--- config.mk ---
export PLATFORM = sky130hd
export DESIGN_NAME = pa_top
export DESIGN_NICKNAME = d
export VERILOG_FILES = /design/src/include/pa_pkg.sv /design/src/rtl/pa_top.sv
export VERILOG_INCLUDE_DIRS = /design/src /design/src/include
export SDC_FILE = /design/constraint.sdc
export NUM_CORES = 1
export LEC_CHECK = 0
export ABC_AREA = 1
export ABC_CLOCK_PERIOD_IN_PS = 2800
export BUFFER_PORTS_ARGS = -buffer_cell sky130_fd_sc_hd__buf_2
export CAP_MARGIN = 20
export CORE_UTILIZATION = 49
export CTS_CLUSTER_DIAMETER = 50
export DETAILED_ROUTE_END_ITERATION = 6
export GPL_ROUTABILITY_DRIVEN = 0
export PLACE_DENSITY = 0.84
export SLEW_MARGIN = 20
export SYNTH_ARGS = -nofsm -noshare
export SYNTH_HDL_FRONTEND = slang
export SYNTH_SLANG_ARGS = --single-unit
--- constraint.sdc ---
create_clock -name mclk -period 2.8 [get_ports mclk]
set_input_delay 0 -clock mclk [delete_from_list [all_inputs] [get_ports mclk]]
set_output_delay 0 -clock mclk [all_outputs]
set_load 0.02 [all_outputs]
--- src/include/pa_params.svh ---
/*
 * Constants of the pulse accumulator and periodic interrupt block: register
 * indices, field positions, reset values and timing figures.
 * Assumes it is included by bare name from the package and the design file.
 */
// How it works
// RL1 - Writing ones to the flag register clears those flags; zeros leave flags alone.
// RL2 - Main overflow flag sets when the 16-bit main counter wraps to zero.
// RL3 - Periodic flag, bit 6, sets each interval end; cleared by writing bit 6.
// RL4 - Flag register bits 3 to 0 always read zero.
// RL5 - Periodic timebase is E divided by 2^13, independent of any prescaler.
// RL6 - Accumulator enable bit: 0 disables, 1 enables the accumulator.
// RL7 - Accumulator mode bit: 0 counts events, 1 accumulates gated time.
// RL8 - Outside source keeps event pin toggling no faster than half E rate.
// RL9 - Gated mode counts E/64 ticks only while the pin is at its active level.
// RL10 - Event mode: edge select 0 counts falling edges, 1 counts rising edges.
// RL11 - Gated mode: edge select 0 inhibits on low pin, 1 inhibits on high.
// RL12 - Select bit 0 enables compare five, 1 enables capture four, never both.
// RL13 - Count register is readable and writable anytime and untouched by reset.
// RL14 - Increments occur on the E phase, apart from register read sampling.
// RL15 - Accumulator overflow flag, bit 5, sets on FF to 00 rollover; write-one clears.
// RL16 - Overflow enable raises a request when the flag sets; never alters the flag.
// RL17 - Input edge flag, bit 4, sets on each selected edge; write-one clears.
// RL18 - Edge enable raises a request when the flag sets; flag itself unaffected.
// RL19 - Service software clears the serviced flag before returning.
// RL20 - Each flag pairs with the mask bit in the same high position.
// RL21 - Rate bits 00 to 11 select E divided by 2^13, 2^14, 2^15, 2^16.
// RL22 - Timebase stops only at reset; intervals chain; first flag one interval after reset.
// RL23 - Periodic enable at 1 raises a request while the periodic flag is set.
// RL24 - Main overflow enable gates its request; at 0 the request is suppressed.
// RL25 - While disabled the count holds and pin activity sets no flag.
`ifndef PA_PARAMS_SVH
`define PA_PARAMS_SVH

`define PA_IDX_MASKS 16'h1024
`define PA_IDX_FLAGS 16'h1025
`define PA_IDX_CTRL 16'h1026
`define PA_IDX_COUNT 16'h1027

`define PA_CTRL_EN_BIT 6
`define PA_CTRL_MODE_BIT 5
`define PA_CTRL_EDGE_BIT 4
`define PA_CTRL_CCSEL_BIT 2
`define PA_CTRL_RATE_LSB 0
`define PA_FLAGS_LSB 4
`define PA_PRESCALE_LSB 0

`define PA_CTRL_RST 6'h00
`define PA_FLAGS_RST 4'h0
`define PA_MASKS_RST 4'h0
`define PA_PRESCALE_RST 2'h0

`define PA_MCLK_HZ 50000000
`define PA_E_HZ 2000000
`define PA_E_DIV (`PA_MCLK_HZ / `PA_E_HZ)
`define PA_RTI_BASE_EXP 13
`define PA_GATE_DIV 64

`define PA_RESP_OKAY 2'h0
`define PA_RESP_SLVERR 2'h2

`endif

--- src/include/pa_pkg.sv ---
/*
 * Types of the pulse accumulator and periodic interrupt block.
 * Assumes pa_params.svh is on the include path.
 */
`include "pa_params.svh"

package pa_pkg;

    // Control fields, in register order with the port A bits removed.
    typedef struct packed {
        logic accumulator_enable;
        logic accumulator_mode;
        logic edge_level_sel;
        logic capture_compare_sel;
        logic [1:0] periodic_rate_sel;
    } pa_ctrl_t;

    // Four flags, or the four enables that pair with them, high bit first.
    typedef struct packed {
        logic main_overflow;
        logic periodic;
        logic accum_overflow;
        logic input_edge;
    } pa_flags_t;

endpackage

--- src/rtl/pa_top.sv ---
/*
 * Pulse accumulator, periodic interrupt timebase, main counter overflow flag
 * and second flag and mask registers, reached over an AXI4-Lite slave.
 * Assumes one clock mclk, an asynchronous active-high reset and a pin input
 * that is already synchronous to mclk.
 */
// Decided for this implementation: register access over AXI4-Lite.
`timescale 1ns/1ps
`default_nettype none
`include "pa_params.svh"

module pa_top #(
    parameter int AW = 16,
    parameter int E_DIV = `PA_E_DIV,
    parameter int RTI_BASE_EXP = `PA_RTI_BASE_EXP,
    parameter int GATE_DIV = `PA_GATE_DIV,
    parameter int MAIN_W = 16
) (
    // Clock and reset.
    input wire logic mclk,
    input wire logic rst,
    // AXI4-Lite write address and data.
    input wire logic [AW-1:0] s_axi_awaddr,
    input wire logic s_axi_awvalid,
    output logic s_axi_awready,
    input wire logic [31:0] s_axi_wdata,
    input wire logic [3:0] s_axi_wstrb,
    input wire logic s_axi_wvalid,
    output logic s_axi_wready,
    // AXI4-Lite write response.
    output logic [1:0] s_axi_bresp,
    output logic s_axi_bvalid,
    input wire logic s_axi_bready,
    // AXI4-Lite read.
    input wire logic [AW-1:0] s_axi_araddr,
    input wire logic s_axi_arvalid,
    output logic s_axi_arready,
    output logic [31:0] s_axi_rdata,
    output logic [1:0] s_axi_rresp,
    output logic s_axi_rvalid,
    input wire logic s_axi_rready,
    // Accumulator pin.
    input wire logic accumulator_input_pin,
    // Interrupt requests and capture/compare steering.
    output pa_pkg::pa_flags_t irq_sources,
    output logic irq,
    output logic input_capture_four,
    output logic output_compare_five
);
    import pa_pkg::*;

    localparam int IW = AW - 2;
    localparam int EW = $clog2(E_DIV + 1);
    localparam int GW = $clog2(GATE_DIV);
    localparam logic [IW-1:0] IDX_MASKS = IW'(`PA_IDX_MASKS);
    localparam logic [IW-1:0] IDX_FLAGS = IW'(`PA_IDX_FLAGS);
    localparam logic [IW-1:0] IDX_CTRL = IW'(`PA_IDX_CTRL);
    localparam logic [IW-1:0] IDX_COUNT = IW'(`PA_IDX_COUNT);

    pa_ctrl_t ctrl;
    pa_flags_t flags;
    pa_flags_t masks;
    logic [1:0] prescale;
    logic [7:0] accumulator_count;
    logic [MAIN_W-1:0] main_counter;
    logic [15:0] rti_count;
    logic [15:0] rti_mask;
    logic [EW-1:0] e_div_count;
    logic [GW-1:0] gate_div;
    logic e_tick;
    logic pin_q;
    logic aw_full;
    logic w_full;
    logic [IW-1:0] aw_idx;
    logic aw_ok;
    logic [7:0] wbyte;
    logic wlane;
    logic wr_go;
    logic wr_flags;
    logic wr_masks;
    logic wr_ctrl;
    logic wr_count;
    logic [IW-1:0] ar_idx;
    logic ar_ok;
    logic [31:0] rd_word;
    logic rise;
    logic fall;
    logic sel_edge;
    logic gate_tick;
    logic gate_open;
    logic gate_end;
    logic count_inc;
    logic rti_timeout;
    logic main_wrap;
    pa_flags_t set_ev;
    pa_flags_t clr_ev;
    logic count_seen;

    // E clock enable: every count of the accumulator happens on this phase,
    // so a bus read that lands between ticks never sees a half-updated count.
    always_ff @(posedge mclk or posedge rst)
    begin
        if (rst)
        begin
            e_div_count <= '0;
            e_tick <= 1'b0;
        end
        else if (e_div_count == EW'(E_DIV - 1))
        begin
            e_div_count <= '0;
            e_tick <= 1'b1; // see RL14
        end
        else
        begin
            e_div_count <= e_div_count + 1'b1;
            e_tick <= 1'b0;
        end
    end

    // Write channel: address and data are taken in either order, then the
    // response follows both; one write outstanding at a time.
    assign wr_go = aw_full && w_full && !s_axi_bvalid;
    assign wr_flags = wr_go && aw_ok && wlane && aw_idx == IDX_FLAGS;
    assign wr_masks = wr_go && aw_ok && wlane && aw_idx == IDX_MASKS;
    assign wr_ctrl = wr_go && aw_ok && wlane && aw_idx == IDX_CTRL;
    assign wr_count = wr_go && aw_ok && wlane && aw_idx == IDX_COUNT;

    always_ff @(posedge mclk or posedge rst)
    begin
        if (rst)
        begin
            aw_full <= 1'b0;
            w_full <= 1'b0;
            aw_idx <= '0;
            aw_ok <= 1'b0;
            wbyte <= 8'h00;
            wlane <= 1'b0;
            s_axi_awready <= 1'b1;
            s_axi_wready <= 1'b1;
            s_axi_bvalid <= 1'b0;
            s_axi_bresp <= `PA_RESP_OKAY;
        end
        else
        begin
            if (s_axi_awvalid && s_axi_awready)
            begin
                aw_full <= 1'b1;
                s_axi_awready <= 1'b0;
                aw_idx <= s_axi_awaddr[AW-1:2];
                aw_ok <= s_axi_awaddr[1:0] == 2'h0 && (s_axi_awaddr[AW-1:2] == IDX_MASKS ||
                    s_axi_awaddr[AW-1:2] == IDX_FLAGS || s_axi_awaddr[AW-1:2] == IDX_CTRL ||
                    s_axi_awaddr[AW-1:2] == IDX_COUNT);
            end
            if (s_axi_wvalid && s_axi_wready)
            begin
                w_full <= 1'b1;
                s_axi_wready <= 1'b0;
                wbyte <= s_axi_wdata[7:0];
                wlane <= s_axi_wstrb[0];
            end
            if (wr_go)
            begin
                s_axi_bvalid <= 1'b1;
                s_axi_bresp <= aw_ok ? `PA_RESP_OKAY : `PA_RESP_SLVERR;
            end
            if (s_axi_bvalid && s_axi_bready)
            begin
                s_axi_bvalid <= 1'b0;
                aw_full <= 1'b0;
                w_full <= 1'b0;
                s_axi_awready <= 1'b1;
                s_axi_wready <= 1'b1;
            end
        end
    end

    // Read mux; unimplemented and port A bits read as zero.
    assign ar_idx = s_axi_araddr[AW-1:2];
    always_comb
    begin
        ar_ok = s_axi_araddr[1:0] == 2'h0;
        rd_word = 32'h0000_0000;
        if (ar_idx == IDX_FLAGS)
        begin
            rd_word[`PA_FLAGS_LSB +: 4] = flags; // see RL4
        end
        else if (ar_idx == IDX_MASKS)
        begin
            rd_word[`PA_FLAGS_LSB +: 4] = masks;
            rd_word[`PA_PRESCALE_LSB +: 2] = prescale;
        end
        else if (ar_idx == IDX_CTRL)
        begin
            rd_word[`PA_CTRL_EN_BIT] = ctrl.accumulator_enable;
            rd_word[`PA_CTRL_MODE_BIT] = ctrl.accumulator_mode;
            rd_word[`PA_CTRL_EDGE_BIT] = ctrl.edge_level_sel;
            rd_word[`PA_CTRL_CCSEL_BIT] = ctrl.capture_compare_sel;
            rd_word[`PA_CTRL_RATE_LSB +: 2] = ctrl.periodic_rate_sel;
        end
        else if (ar_idx == IDX_COUNT)
        begin
            rd_word[7:0] = accumulator_count; // see RL13
        end
        else
        begin
            ar_ok = 1'b0;
        end
        if (!ar_ok)
        begin
            rd_word = 32'h0000_0000;
        end
    end

    always_ff @(posedge mclk or posedge rst)
    begin
        if (rst)
        begin
            s_axi_arready <= 1'b1;
            s_axi_rvalid <= 1'b0;
            s_axi_rdata <= 32'h0000_0000;
            s_axi_rresp <= `PA_RESP_OKAY;
        end
        else if (s_axi_arvalid && s_axi_arready)
        begin
            s_axi_arready <= 1'b0;
            s_axi_rvalid <= 1'b1;
            s_axi_rdata <= rd_word;
            s_axi_rresp <= ar_ok ? `PA_RESP_OKAY : `PA_RESP_SLVERR;
        end
        else if (s_axi_rvalid && s_axi_rready)
        begin
            s_axi_rvalid <= 1'b0;
            s_axi_arready <= 1'b1;
        end
    end

    // Control and mask registers.
    always_ff @(posedge mclk or posedge rst)
    begin
        if (rst)
        begin
            ctrl <= `PA_CTRL_RST;
            masks <= `PA_MASKS_RST;
            prescale <= `PA_PRESCALE_RST;
        end
        else
        begin
            if (wr_ctrl)
            begin
                ctrl.accumulator_enable <= wbyte[`PA_CTRL_EN_BIT]; // see RL6
                ctrl.accumulator_mode <= wbyte[`PA_CTRL_MODE_BIT]; // see RL7
                ctrl.edge_level_sel <= wbyte[`PA_CTRL_EDGE_BIT];
                ctrl.capture_compare_sel <= wbyte[`PA_CTRL_CCSEL_BIT];
                ctrl.periodic_rate_sel <= wbyte[`PA_CTRL_RATE_LSB +: 2];
            end
            if (wr_masks)
            begin
                masks <= wbyte[`PA_FLAGS_LSB +: 4];
                prescale <= wbyte[`PA_PRESCALE_LSB +: 2];
            end
        end
    end

    // Pin sampled on the E phase; edges are seen at most once per E cycle,
    // which is why the source must stay below half the E rate.
    always_ff @(posedge mclk or posedge rst)
    begin
        if (rst)
        begin
            pin_q <= 1'b0;
        end
        else if (e_tick)
        begin
            pin_q <= accumulator_input_pin; // see RL8
        end
    end

    assign rise = e_tick && accumulator_input_pin && !pin_q;
    assign fall = e_tick && !accumulator_input_pin && pin_q;
    assign sel_edge = ctrl.edge_level_sel ? rise : fall; // see RL10

    // Free-running E/64 divider for gated accumulation.
    always_ff @(posedge mclk or posedge rst)
    begin
        if (rst)
        begin
            gate_div <= '0;
        end
        else if (e_tick)
        begin
            gate_div <= gate_div + 1'b1;
        end
    end

    assign gate_tick = e_tick && gate_div == GW'(GATE_DIV - 1); // see RL9
    assign gate_open = pin_q != ctrl.edge_level_sel; // see RL11
    assign gate_end = (rise || fall) && accumulator_input_pin == ctrl.edge_level_sel;

    always_comb
    begin
        count_inc = 1'b0;
        if (ctrl.accumulator_enable) // see RL25
        begin
            if (ctrl.accumulator_mode)
            begin
                count_inc = gate_tick && gate_open; // see RL9
            end
            else
            begin
                count_inc = sel_edge; // see RL10
            end
        end
    end

    // The count has no reset; a software write wins over a same-cycle count.
    always_ff @(posedge mclk)
    begin
        if (wr_count)
        begin
            accumulator_count <= wbyte; // see RL13
        end
        else if (count_inc)
        begin
            accumulator_count <= accumulator_count + 8'h01; // see RL14
        end
    end

    // Main counter, prescale of one; only its wrap is used here.
    always_ff @(posedge mclk or posedge rst)
    begin
        if (rst)
        begin
            main_counter <= '0;
        end
        else if (e_tick)
        begin
            main_counter <= main_counter + 1'b1;
        end
    end

    assign main_wrap = e_tick && main_counter == '1; // see RL2

    // Periodic timebase: free-running from reset, never cleared by software.
    always_ff @(posedge mclk or posedge rst)
    begin
        if (rst)
        begin
            rti_count <= 16'h0000; // see RL22
        end
        else if (e_tick)
        begin
            rti_count <= rti_count + 16'h0001;
        end
    end

    assign rti_mask = 16'hFFFF >> (5'd16 - 5'(RTI_BASE_EXP) - 5'(ctrl.periodic_rate_sel)); // see RL21
    assign rti_timeout = e_tick && (rti_count & rti_mask) == rti_mask; // see RL5

    // Flag set and clear; a set in the clearing cycle wins.
    always_comb
    begin
        set_ev.main_overflow = main_wrap;
        set_ev.periodic = rti_timeout; // see RL3
        set_ev.accum_overflow = count_inc && !wr_count && accumulator_count == 8'hFF; // see RL15
        set_ev.input_edge = ctrl.accumulator_enable && (ctrl.accumulator_mode ? gate_end : sel_edge); // see RL17
        clr_ev = wr_flags ? pa_flags_t'(wbyte[`PA_FLAGS_LSB +: 4]) : `PA_FLAGS_RST; // see RL1
    end

    always_ff @(posedge mclk or posedge rst)
    begin
        if (rst)
        begin
            flags <= `PA_FLAGS_RST;
        end
        else
        begin
            flags <= (flags & ~clr_ev) | set_ev; // see RL1
        end
    end

    // Requests pair each flag with the mask bit in the same position.
    always_ff @(posedge mclk or posedge rst)
    begin
        if (rst)
        begin
            irq_sources <= `PA_FLAGS_RST;
            irq <= 1'b0;
            input_capture_four <= 1'b0;
            output_compare_five <= 1'b1;
        end
        else
        begin
            irq_sources <= flags & masks; // see RL20
            irq <= |(flags & masks); // see RL16, RL18, RL23, RL24
            input_capture_four <= ctrl.capture_compare_sel; // see RL12
            output_compare_five <= !ctrl.capture_compare_sel; // see RL12
        end
    end

    // The gate-inhibit and disabled-hold checks start at the first count write, since reset leaves the count unknown.
    always_ff @(posedge mclk or posedge rst)
    begin
        if (rst)
        begin
            count_seen <= 1'b0;
        end
        else if (wr_count)
        begin
            count_seen <= 1'b1;
        end
    end
endmodule
`default_nettype wire

=== Word level (Yosys, flattened, before mapping) ===
Cells that the tools add are included.
Widths: inputs -> output; s select.

* Input port bits: 76
* Output and inout bits: 48
* Flip-flop bits (word level): 143
* Word-level logic and storage cells: 156

* Shift operators: 1
* Muxes and demuxes: 40
* Equality and inequality tests: 19
* Bitwise logic cells: 5
* Add/subtract/negate cells: 6
* Reductions and logical operators: 43

{| class="wikitable"
|+ Operator list
! cell !! number
|-
| $eq 14x13->1 const B || 12
|-
| $add 16x1->16 const B || 2
|-
| $mux 8 || 4
|-
| $logic_and 1x1->1 || 26
|-
| $mux 1 || 25
|-
| $and 16x16->16 || 1
|-
| $eq 16x16->1 || 1
|-
| $eq 16x16->1 const B || 1
|-
| $mux 4 || 4
|-
| $shr 16x5->16 const A || 1
|-
| $reduce_bool 2->1 || 5
|-
| $add 8x1->8 const B || 1
|-
| $and 4x4->4 || 2
|-
| $eq 8x8->1 const B || 1
|-
| $mux 2 || 4
|-
| $add 6x1->6 const B || 1
|-
| $eq 6x6->1 const B || 1
|-
| $mux 3 || 2
|-
| $add 5x1->5 const B || 1
|-
| $eq 5x5->1 const B || 1
|-
| $logic_not 1->1 || 5
|-
| $mux 5 || 1
|-
| $logic_not 2->1 || 2
|-
| $logic_or 1x1->1 || 4
|-
| other kinds (6) || 6
|}

=== Logic depth before layout (Yosys ltp) ===
Gate-level depths: netlist of the first run.

* Word-level depth: 9
* Depth in mapped cells: 10
* Mapped depth without buffers: 10

=== Least setup slack after synthesis of the first run ===
OpenSTA, ideal clock, no wires.

* Kind: register to register
* Start point: reg s_axi_bvalid
* End point: reg accumulator_count[0], enable pin
* Setup time: 0.329 ns
* Path buffers: 1
* Data arrival time: 1.431 ns
* Setup slack: 1.040 ns
* Data required time: 2.471 ns
* Clock period less this slack: 1.760 ns
* Stages on the path, launching flop included: 7
* Path through: dfrtp_1 > inv_1 > nand3_2 > nor3b_4 > nand3_1 > buf_6 > nand2_1

* Cells in the longest elaborated chain, start to end: 6

{| class="wikitable"
|+ Ends and longest elaborated chain
! what !! RTL line !! RTL
|-
| from (decl) || pa_top.sv:32 || <nowiki>output logic s_axi_bvalid,</nowiki>
|-
| from (signal assigned) || pa_top.sv:140 || <nowiki>s_axi_bvalid <= 1'b0;</nowiki>
|-
| from (signal assigned) || pa_top.sv:163 || <nowiki>s_axi_bvalid <= 1'b1;</nowiki>
|-
| from (signal assigned) || pa_top.sv:168 || <nowiki>s_axi_bvalid <= 1'b0;</nowiki>
|-
| $logic_not 1->1 || pa_top.sv:122 || <nowiki>assign wr_go = aw_full && w_full && !s_axi_bvalid;</nowiki>
|-
| $logic_and 1x1->1 || pa_top.sv:122 ||
|-
| $logic_and 1x1->1 (3 in series) || pa_top.sv:126 || <nowiki>assign wr_count = wr_go && aw_ok && wlane && aw_idx == IDX_COUNT;</nowiki>
|-
| $reduce_bool 2->1 (no line) || -- ||
|-
| to (signal assigned) || pa_top.sv:320 || <nowiki>accumulator_count <= wbyte;</nowiki>
|-
| to (signal assigned) || pa_top.sv:324 || <nowiki>accumulator_count <= accumulator_count + 8'h01;</nowiki>
|-
| to (decl) || pa_top.sv:64 || <nowiki>logic [7:0] accumulator_count;</nowiki>
|}

Every way passes these cells.
A chain may end at the register's enable or synchronous reset.

=== Worst setup path in the final report of the first run ===
* Start point: reg s_axi_arready
* End point: reg s_axi_rresp[1]

* Cells in the longest elaborated chain, start to end: 1

{| class="wikitable"
|+ Ends and longest elaborated chain
! what !! RTL line !! RTL
|-
| from (decl) || pa_top.sv:37 || <nowiki>output logic s_axi_arready,</nowiki>
|-
| from (signal assigned) || pa_top.sv:218 || <nowiki>s_axi_arready <= 1'b1;</nowiki>
|-
| from (signal assigned) || pa_top.sv:225 || <nowiki>s_axi_arready <= 1'b0;</nowiki>
|-
| from (signal assigned) || pa_top.sv:233 || <nowiki>s_axi_arready <= 1'b1;</nowiki>
|-
| $logic_and 1x1->1 || pa_top.sv:223 || <nowiki>else if (s_axi_arvalid && s_axi_arready)</nowiki>
|-
| to (signal assigned) || pa_top.sv:221 || <nowiki>s_axi_rresp <= `PA_RESP_OKAY;</nowiki>
|-
| to (signal assigned) || pa_top.sv:228 || <nowiki>s_axi_rresp <= ar_ok ? `PA_RESP_OKAY : `PA_RESP_SLVERR;</nowiki>
|-
| to (decl) || pa_top.sv:39 || <nowiki>output logic [1:0] s_axi_rresp,</nowiki>
|}

Every way passes these cells.

==> impl_metrics.csv, run 1 <==
group,metric,value,unit
sta,min_period_over_period,73.6,%
yosys,syn_inst,661,
cts,postCtsHoldBufs,36,
sta,setup_tns,0,ns
layout,drive_above_1_share,18.3,%
global_route,gr-total-overflow,0,
sta,fin_crit,2.06,ns
sta,fin_skew,0.00668,ns
critical_path,crit_required,3.09,ns
cts,cts.path.max_buffers,2,
drt,route.detailed.drc,0,
drt,wl,12.1,mm
drt,via_per_inst,4.90,
drt,detail-route-antenna-nets,0,
critical_path,critical_path_class,"reg -> reg",
yosys,synthFlopType,"dfrtp_1",
power_and_ir_drop,swShare,27.3,%
status,status,"finished clean",
cts,cts_buffers,17,
yosys,synth_edf_count,8,
layout,finalNetCount,862,
cts,cts_resized,0,
critical_path,crit_path_start_kind,"flip-flop",
cts,path_clk_slew,0.06,ns
cts,cts_htree_levels,4,
die,io_pins,124,
sta,hold_viol,0,
yosys,ys_seq_elements,117,
die,die-area,12100,um2
power_and_ir_drop,ir_worst_vdd,534,uV
placement,io_buffer_count,70,
power_and_ir_drop,pwr-share-seq,40.5,%
global_route,grt_pass1_vias,4424,
cts,clock_sinks,117,
yosys,synth.avg_cell_area,8.68,um2
die,core_area,11400,um2
sta,setup_viol,0,
yosys,ys_types,34,
cts,clock_latency,0.41,ns
drt,avgRoutedWirePerCell,12.9,um
die,start_util,50.2,%
layout,final_cell_mix,"nand2_1 (178), dfrtp_1 (105), inv_1 (85)",
sta,rsz0062_at_grt,"no",
critical_path,setup.worst_path.end_class,"flip-flop",
yosys,synthArstFlopShare,93.2,%
power_and_ir_drop,leakagePower,3.66,nW
power_and_ir_drop,clockPowerShare,46.0,%
global_route,antenna_found_initial,0,
die,placementRows,39,
sta,slew-limit-headroom,61.0,%
cts,tritoncts,"yes",
sta,fmax,0.485,GHz
placement,detailed_place_hpwl,7.67,mm
critical_path,critPathMaxFanout,11,
flow_run,maxCapViolations,0,
layout,diodes,0,
yosys,synth_area,5740,um2
yosys,ys_warn_count,0,
die,die_x,110,um
global_route,grt_max_degree,56,
power_and_ir_drop,p_sw,0.00138,W
critical_path,arrival,2.35,ns
sta,report.final.slew_viol_count,0,
power_and_ir_drop,p_int,0.00367,W
global_route,grt_pass1_wl,19.5,mm
cts,cts_setup_buffers,0,
layout,syn_to_final_growth,24.7,%
sta,tightest_slew,0.583,ns
yosys,ys_seq_area_share,51.8,%
power_and_ir_drop,power_frac_comb,13.5,%
drt,drtIter0Drc,224,
power_and_ir_drop,p_total,0.00505,W
power_and_ir_drop,power.density,706,nW/um2
cts,clock_tree.root_cell,"clkbuf_16",
layout,mostFrequentLayoutCell,"nand2_1",
drt,firstDrtPassIters,5,
global_route,grtUsageTotal,21.3,%
worst_hold_path,hp-class,"in -> reg",
drt,vias,4584,
die,fp.dieH,110,um
[area by class of cell]
type                    count  area [um2]
repair buffers            110         753
clock inverters            14         201
multi-input cells         446        2270
fillers                   892        4270
well taps                 143         179
clock buffers              18         439
flip-flops and latches    117        2970
inverters                  88         334
[logic make-up (layout without fill, tap and decap cells)]
kind of cell               Yosys count  in the layout  synth area share (%)
xor gates and xnor gates            40             40                  6.11
buffers and inverters              123            230                  10.2
other                                1             26                0.0654
DFF                                117            117                  51.8
AOI/OAI and AO/OA                   58             58                  5.93
adders and majority gates            6              6                  1.31
and+or+nand+nor                    316            316                  24.5
[synthesized netlist by cell type (10+ instances only)]
master / n / area share, %
nand3_1: 47 / 4.1
nor3_1: 13 / 1.1
nor2_1: 42 / 2.7
nor2_2: 10 / 1.1
dfrtp_1: 105 / 46
buf_4: 29 / 3.8
o21ai_2: 12 / 1.8
nand4_1: 10 / 1.1
xor2_1: 32 / 4.9
nand2_1: 178 / 12
inv_1: 86 / 5.6
o21ai_0: 33 / 2.9
[stage by stage]
step	setup WS [ns]	hold WS [ns]	cells	utilization [%]	area (um2)
finish	0.738	0.0385	936	62.6	7150
global route	0.600	0.0681	936	62.6	7150
CTS	0.740	0.0324	936	62.6	7150
detailed placement	0.962	0.0958	868	53.9	6150
global placement	1.01	0.0931	868	53.9	6150
floorplan	1.04	0.0740	686	-	5830
[path summary, 6_finish.rpt]
kind                            cells past startpoint                 startpoint  slack, ns                       endpoint
min in group asynchronous                           3                        rst       0.20         aw_idx[11]$_DFFE_PP0P_
worst min register to register                      0        ctrl[2]$_DFFE_PP0P_       0.40   input_capture_four$_DFF_PP0_
max in group asynchronous                           4                        rst       1.82  output_compare_five$_DFF_PP1_
worst min-delay path                                6            s_axi_araddr[0]       0.04     s_axi_rdata[2]$_DFFE_PP0P_
worst max-delay path                                6  s_axi_arready$_DFFE_PP1P_       0.74     s_axi_rresp[1]$_DFFE_PP0P_
worst max register to register                      6  s_axi_arready$_DFFE_PP1P_       0.74     s_axi_rresp[1]$_DFFE_PP0P_
[registers in the layout (all words and copies together), names as in the netlist, 2 cells and up]
| signal | cells |
|---|---|
| main_counter | 16 |
| wbyte | 8 |
| accumulator_count | 8 |
| s_axi_rdata | 8 |
| aw_idx | 14 |
| prescale | 2 |
| masks | 4 |
| rti_count | 16 |
| gate_div | 6 |
| flags | 4 |
| e_div_count | 5 |
| ctrl | 6 |
| irq_sources | 4 |
[worst max-delay path: stages, from the launching register on]
cell,delay [ns]
dfstp_2,0.54
nand2_1,0.21
nor3_1,0.24
nand2_1,0.12
nor2_4,0.22
nor2_1,0.06
dlygate4sd3_1,0.55
[power by group through the flow]
stage               clock (W)  combinational, W  sequential, W
floorplan                   0          0.000425        0.00209
global placement            0          0.000604        0.00206
detailed placement          0          0.000620        0.00207
CTS                   0.00234          0.000675        0.00204
global route          0.00243          0.000774        0.00207
finish                0.00232          0.000683        0.00204
[per-layer routing]
layer  GRT usage, %  wire, um  vias to the layer above
met5              0         0                        -
met4           8.27       269                        0
met3           6.76       661                       26
met2           36.8      6040                      147
met1           24.6      5120                     2139
li1               -         -                     2272
Note: power is estimated with default switching activity, not from simulation.
==> inputs of run 2 (changes only) <==
--- a/config.mk
+++ b/config.mk
@@ -7,7 +7,7 @@
 export NUM_CORES = 1
 export LEC_CHECK = 0
 export ABC_AREA = 1
-export ABC_CLOCK_PERIOD_IN_PS = 2800
+export ABC_CLOCK_PERIOD_IN_PS = 1700
 export BUFFER_PORTS_ARGS = -buffer_cell sky130_fd_sc_hd__buf_2
 export CAP_MARGIN = 20
 export CORE_UTILIZATION = 49
==> constraint.sdc (replaced) <==
create_clock -name mclk -period 1.7 [get_ports mclk]
set_input_delay 0 -clock mclk [delete_from_list [all_inputs] [get_ports mclk]]
set_output_delay 0 -clock mclk [all_outputs]
set_load 0.02 [all_outputs]
==> impl_metrics.csv, run 2 (synthesis gave the netlist of run 1 again) <==
group,metric,value,unit
status,status,"finished clean",
layout,finalNetCount,873,
cts,clock_tree.root_cell,"clkbuf_16",
power_and_ir_drop,swShare,26.8,%
power_and_ir_drop,power.density,1130,nW/um2
sta,tightest_slew,0.568,ns
layout,fillCellCount,867,
die,core_area,11400,um2
drt,drtIter0Drc,295,
power_and_ir_drop,p_total,0.00823,W
layout,drive_above_1_share,20.0,%
critical_path,r2r-end,"accumulator_count[6]$_DFFE_PP_",
layout,instances_no_fill,947,
critical_path,cp-endpoint,"accumulator_count[6]$_DFFE_PP_",
layout,diodes,0,
global_route,grtUsageTotal,21.8,%
power_and_ir_drop,leakagePower,3.72,nW
placement,detailed_place_hpwl,7.82,mm
die,start_util,50.2,%
power_and_ir_drop,ir_worst_vdd,784,uV
placement,io_buffer_count,70,
flow_run,maxCapViolations,0,
cts,cts_htree_levels,4,
die,die-area,12100,um2
drt,dr_wl_met3,567,um
sta,min_period_over_period,97.9,%
power_and_ir_drop,clockPowerShare,44.7,%
critical_path,arrival,1.81,ns
drt,routed.top_layer,"met4",
sta,report.final.slew_viol_count,0,
critical_path,setup.worst_path.end_class,"flip-flop",
critical_path,crit_path_start_kind,"flip-flop",
drt,route.met2.wl,6.27,mm
global_route,grt_max_degree,51,
global_route,antenna_found_initial,0,
cts,cts_buffers,17,
drt,detail-route-antenna-nets,0,
cts,clock_latency,0.41,ns
sta,rsz0062_at_grt,"yes",
global_route,gr-total-overflow,0,
sta,fmax,0.601,GHz
critical_path,r2r-start,"aw_idx[10]$_DFFE_PP0P_",
sta,setup_viol,0,
worst_hold_path,hp-class,"in -> reg",
sta,setup_tns,0,ns
drt,firstDrtPassIters,5,
drt,via_per_inst,4.85,
layout,final_util,63.5,%
global_route,grt_pass1_wl,20.1,mm
critical_path,crit_required,1.85,ns
critical_path,cp-startpoint,"aw_idx[10]$_DFFE_PP0P_",
power_and_ir_drop,pwr-share-seq,41.0,%
critical_path,r2r_slack,0.04,ns
cts,clock_sinks,117,
critical_path,r2r_cells,8,
drt,route.detailed.drc,0,
sta,fin_crit,1.66,ns
layout,syn_to_final_growth,26.5,%
drt,wl,12.3,mm
drt,wl_met1,5.27,mm
critical_path,critical_path_class,"reg -> reg",
cts,tritoncts,"yes",
power_and_ir_drop,p_sw,0.00221,W
die,io_pins,124,
sta,slew-limit-headroom,62.1,%
placement,place_inst,877,
drt,vias,4595,
critical_path,critPathMaxFanout,10,
layout,final_cell_mix,"nand2_1 (175), dfrtp_1 (104), inv_1 (85)",
global_route,grt_pass1_vias,4470,
sta,fin_skew,0.0101,ns
layout,top_regs,"main_counter (16), rti_count (16), aw_idx (14)",
power_and_ir_drop,p_int,0.00603,W
die,fp.dieH,110,um
cts,cts.path.max_buffers,2,
sta,hold_viol,0,
power_and_ir_drop,power_frac_comb,14.3,%
sta,holdWs,0.0501,ns
die,placementRows,39,
drt,avgRoutedWirePerCell,12.9,um
layout,mostFrequentLayoutCell,"nand2_1",
cts,path_clk_slew,0.05,ns
die,die_x,110,um
-- run 2: cell count changes in the layout (fill, tap and decap cells not counted), moves of 2 or more --
cell and change:
nand2_1 -3, clkinv_4 -3, nor3_1 -3, clkinv_2 +4, nand2_2 +3, clkbuf_1 +2, buf_4 +8, nor3_2 +3
-- run 2: routing by layer --
metal / global-route usage (%) / vias up
li1: - / 2290
met1: 26.3 / 2154
met2: 37.7 / 140
met3: 5.70 / 11
met4: 7.99 / 0
met5: 0 / -
-- run 2: repair_timing --
item | CTS | global route
pin swaps | 0 | 2
gates resized for setup | 3 | 6
hold buffers | 37 | 0
setup buffers | 0 | 1
endpoints found under the hold margin | 124 | 0
endpoints found under the setup margin | 10 | 23
-- run 2: power by group through the flow --
stage                     Combinational, W  Clock, W  Sequential [W]
final                              0.00118   0.00368         0.00337
after global routing               0.00132   0.00386         0.00341
after global placement             0.00103         0         0.00339
after floorplan                   0.000701         0         0.00345
after CTS                          0.00116   0.00372         0.00336
after detailed placement           0.00105         0         0.00340
-- run 2: through the flow --
step,area [um2],setup slack (ns)
2_1_floorplan,5840,0.0259
3_3_place_gp,6230,0.0691
3_5_place_dp,6230,0.00919
4_1_cts,7230,0.0276
5_1_grt,7250,-0.0149
6_report,7250,0.0362
-- run 2: critical path: stages, from the launching register on --
cell,delay (ns)
dfrtp_1,0.38
nor2_1,0.10
nand4_1,0.17
buf_4,0.20
nor2_1,0.13
nand3_2,0.12
buf_6,0.17
nand3_1,0.07
o21ai_1,0.07
-- run 2: final cells by class --
| cell class | count | area [um2] | share of cell area, % |
|---|---|---|---|
| sequential | 117 | 2970 | 41.0 |
| multi-input combinational | 446 | 2300 | 31.7 |
| timing repair buffer | 121 | 855 | 11.8 |
| clock buffer | 19 | 433 | 5.97 |
| inverter | 88 | 334 | 4.61 |
| clock inverter | 13 | 181 | 2.50 |
| tap | 143 | 179 | 2.47 |
-- run 2: worst min-delay path by stage --
stage	start	endpoint	slack (ns)	cells after the start
finish	s_axi_araddr[3]	s_axi_rdata[6]$_DFFE_PP0P_	0.05	6
global route	s_axi_araddr[3]	s_axi_rdata[6]$_DFFE_PP0P_	0.12	6
CTS	s_axi_araddr[3]	s_axi_rdata[6]$_DFFE_PP0P_	0.04	6
detailed placement	rst	aw_idx[8]$_DFFE_PP0P_	0.04	2
global placement	rst	aw_idx[9]$_DFFE_PP0P_	0.04	2
floorplan	s_axi_awvalid	s_axi_awready$_DFFE_PP1P_	0.07	1
==> inputs of run 3 (changes only) <==
--- a/config.mk
+++ b/config.mk
@@ -14,7 +14,9 @@
 export CTS_CLUSTER_DIAMETER = 50
 export DETAILED_ROUTE_END_ITERATION = 6
 export GPL_ROUTABILITY_DRIVEN = 0
-export PLACE_DENSITY = 0.84
+export PLACE_DENSITY = 0.86
+export REMOVE_ABC_BUFFERS = 1
+export SETUP_SLACK_MARGIN = 0.02
 export SLEW_MARGIN = 20
 export SYNTH_ARGS = -nofsm -noshare
 export SYNTH_HDL_FRONTEND = slang
==> impl_metrics.csv, run 3 (synthesis gave the netlist of run 1 again) <==
group,metric,value,unit
status,status,"finished clean",
sta,fin_crit,1.66,ns
layout,syn_to_final_growth,26.4,%
worst_hold_path,hp-class,"in -> reg",
drt,drtIter0Drc,289,
sta,hold_viol,0,
drt,avgRoutedWirePerCell,13.2,um
critical_path,r2r-end,"accumulator_count[2]$_DFFE_PP_",
cts,cts_htree_levels,4,
global_route,grt_pass1_wl,19.8,mm
power_and_ir_drop,p_int,0.00576,W
sta,fin_skew,0.00879,ns
layout,final_util,63.5,%
power_and_ir_drop,clockPowerShare,41.9,%
drt,vias,4774,
layout,mostFrequentLayoutCell,"nand2_1",
die,io_pins,124,
global_route,grtUsageTotal,21.5,%
sta,report.final.slew_viol_count,0,
power_and_ir_drop,ir_worst_vdd,751,uV
drt,via_per_inst,5.00,
global_route,gr-total-overflow,0,
sta,postLayoutSetupSlackWorst,0.0353,ns
drt,wl,12.6,mm
critical_path,r2r_slack,0.04,ns
critical_path,setup.worst_path.end_class,"flip-flop",
die,die_x,110,um
global_route,grt_pass1_vias,4415,
die,die-area,12100,um2
sta,fmax,0.601,GHz
sta,setup_tns,0,ns
global_route,gr-usage-met2,36.2,%
layout,drive_above_1_share,21.0,%
global_route,grt_max_degree,44,
placement,pre_cts_ws,0.0269,ns
sta,setup_viol,0,
cts,cts.path.max_buffers,2,
power_and_ir_drop,leakagePower,3.74,nW
critical_path,r2r_cells,7,
cts,clock_latency,0.41,ns
cts,clock_sinks,117,
flow_run,maxCapViolations,0,
sta,rsz0062_at_grt,"yes",
power_and_ir_drop,pwr-share-seq,42.7,%
worst_hold_path,worstHoldPathCells,5,
power_and_ir_drop,p_sw,0.00215,W
die,core_area,11400,um2
layout,top_regs,"main_counter (16), rti_count (16), aw_idx (14)",
critical_path,cp-startpoint,"aw_idx[11]$_DFFE_PP0P_",
cts,path_clk_slew,0.05,ns
placement,place_inst,880,
sta,min_period_over_period,97.9,%
worst_hold_path,hold_start,"s_axi_araddr[1]",
layout,diodes,0,
drt,route.detailed.drc,0,
sta,tightest_slew,0.569,ns
critical_path,r2r-start,"aw_idx[11]$_DFFE_PP0P_",
power_and_ir_drop,power.density,1090,nW/um2
layout,instances_no_fill,954,
critical_path,critical_path_class,"reg -> reg",
drt,detail-route-antenna-nets,0,
critical_path,arrival,1.82,ns
global_route,antenna_found_initial,0,
die,start_util,50.2,%
global_route,use_met3,4.94,%
placement,io_buffer_count,70,
layout,finalNetCount,880,
drt,firstDrtPassIters,5,
worst_hold_path,holdPathEnd,"s_axi_rresp[1]$_DFFE_PP0P_",
die,placementRows,39,
sta,slew-limit-headroom,61.8,%
critical_path,crit_required,1.86,ns
critical_path,crit_path_start_kind,"flip-flop",
global_route,gr-max-usage-layer,"met2",
die,fp.dieH,110,um
power_and_ir_drop,power_frac_comb,15.3,%
cts,clock_tree.root_cell,"clkbuf_16",
power_and_ir_drop,swShare,27.2,%
cts,tritoncts,"yes",
placement,detailed_place_hpwl,7.99,mm
layout,fillCellCount,881,
global_route,use_met1,26.6,%
sta,holdWs,0.00182,ns
critical_path,critPathMaxFanout,5,
layout,final_cell_mix,"nand2_1 (172), dfrtp_1 (104), inv_1 (85)",
cts,cts_buffers,17,
==> run 3: cell types whose count changed in the layout (fill, tap and decap cells not counted), moves of 2 or more <==
cell and delta:
clkbuf_8 +4, clkinvlp_4 -3, dlygate4sd3_1 -2, clkbuf_1 +4
nand2_1 -3, buf_4 +8, clkinv_4 -2, bufinv_16 -3
nand2_2 +3
==> run 3: layout make-up <==
type | instances | area [um2] | area share, %
Multi-Input combinational cell | 446 | 2310 | 31.8
Sequential cell | 117 | 2970 | 41.0
Inverter | 88 | 333 | 4.59
Clock inverter | 5 | 50.0 | 0.690
Timing Repair Buffer | 128 | 906 | 12.5
Clock buffer | 27 | 503 | 6.94
Tap cell | 143 | 179 | 2.47
==> run 3: metal layers <==
metal | up-vias | wire [um]
li1 | 2309 | -
met1 | 2274 | 5320
met2 | 165 | 6320
met3 | 26 | 675
met4 | 0 | 240
met5 | - | 0
==> run 3: timing repair <==
item | in CTS | in global routing
hold buffers | 35 | 0
pin swaps | 0 | 10
endpoints found under the hold margin | 89 | 0
buffers inserted | 0 | 6
cloned | 0 | 1
setup endpoints to repair | 2 | 22
gates resized for setup | 1 | 15
==> run 3: metrics by stage <==
stage               cell area (um2)  total power [W]
global placement               6250          0.00441
global route                   7250          0.00828
finish                         7250          0.00791
detailed placement             6250          0.00446
floorplan                      5570          0.00409
CTS                            7160          0.00787
==> run 3: worst max path at each step <==
stage / endpoint / slack (ns) / depth (start not counted)
finish: accumulator_count[2]$_DFFE_PP_ / 0.04 / 7
global route: accumulator_count[2]$_DFFE_PP_ / -0.05 / 7
CTS: accumulator_count[6]$_DFFE_PP_ / 0.07 / 5
detailed placement: accumulator_count[0]$_DFFE_PP_ / 0.03 / 6
global placement: accumulator_count[2]$_DFFE_PP_ / 0.1 / 7
floorplan: aw_full$_DFFE_PP0P_ / -1.17 / 1
==> run 3: power by group through the flow <==
stage / sequential, W / combinational, W / clock, W
after global placement: 0.00339 / 0.00102 / 0
final: 0.00338 / 0.00121 / 0.00332
after detailed placement: 0.00341 / 0.00105 / 0
after floorplan: 0.00345 / 0.000643 / 0
after global routing: 0.00342 / 0.00137 / 0.00350
after CTS: 0.00337 / 0.00115 / 0.00336
==> run 3: critical path, stage by stage, from the launching register on <==
cell	delay (ns)
dfrtp_1	0.38
nor2_1	0.12
nand4_1	0.26
nor2_1	0.20
nand3_2	0.14
buf_6	0.17
nand2_1	0.08
o21ai_2	0.07
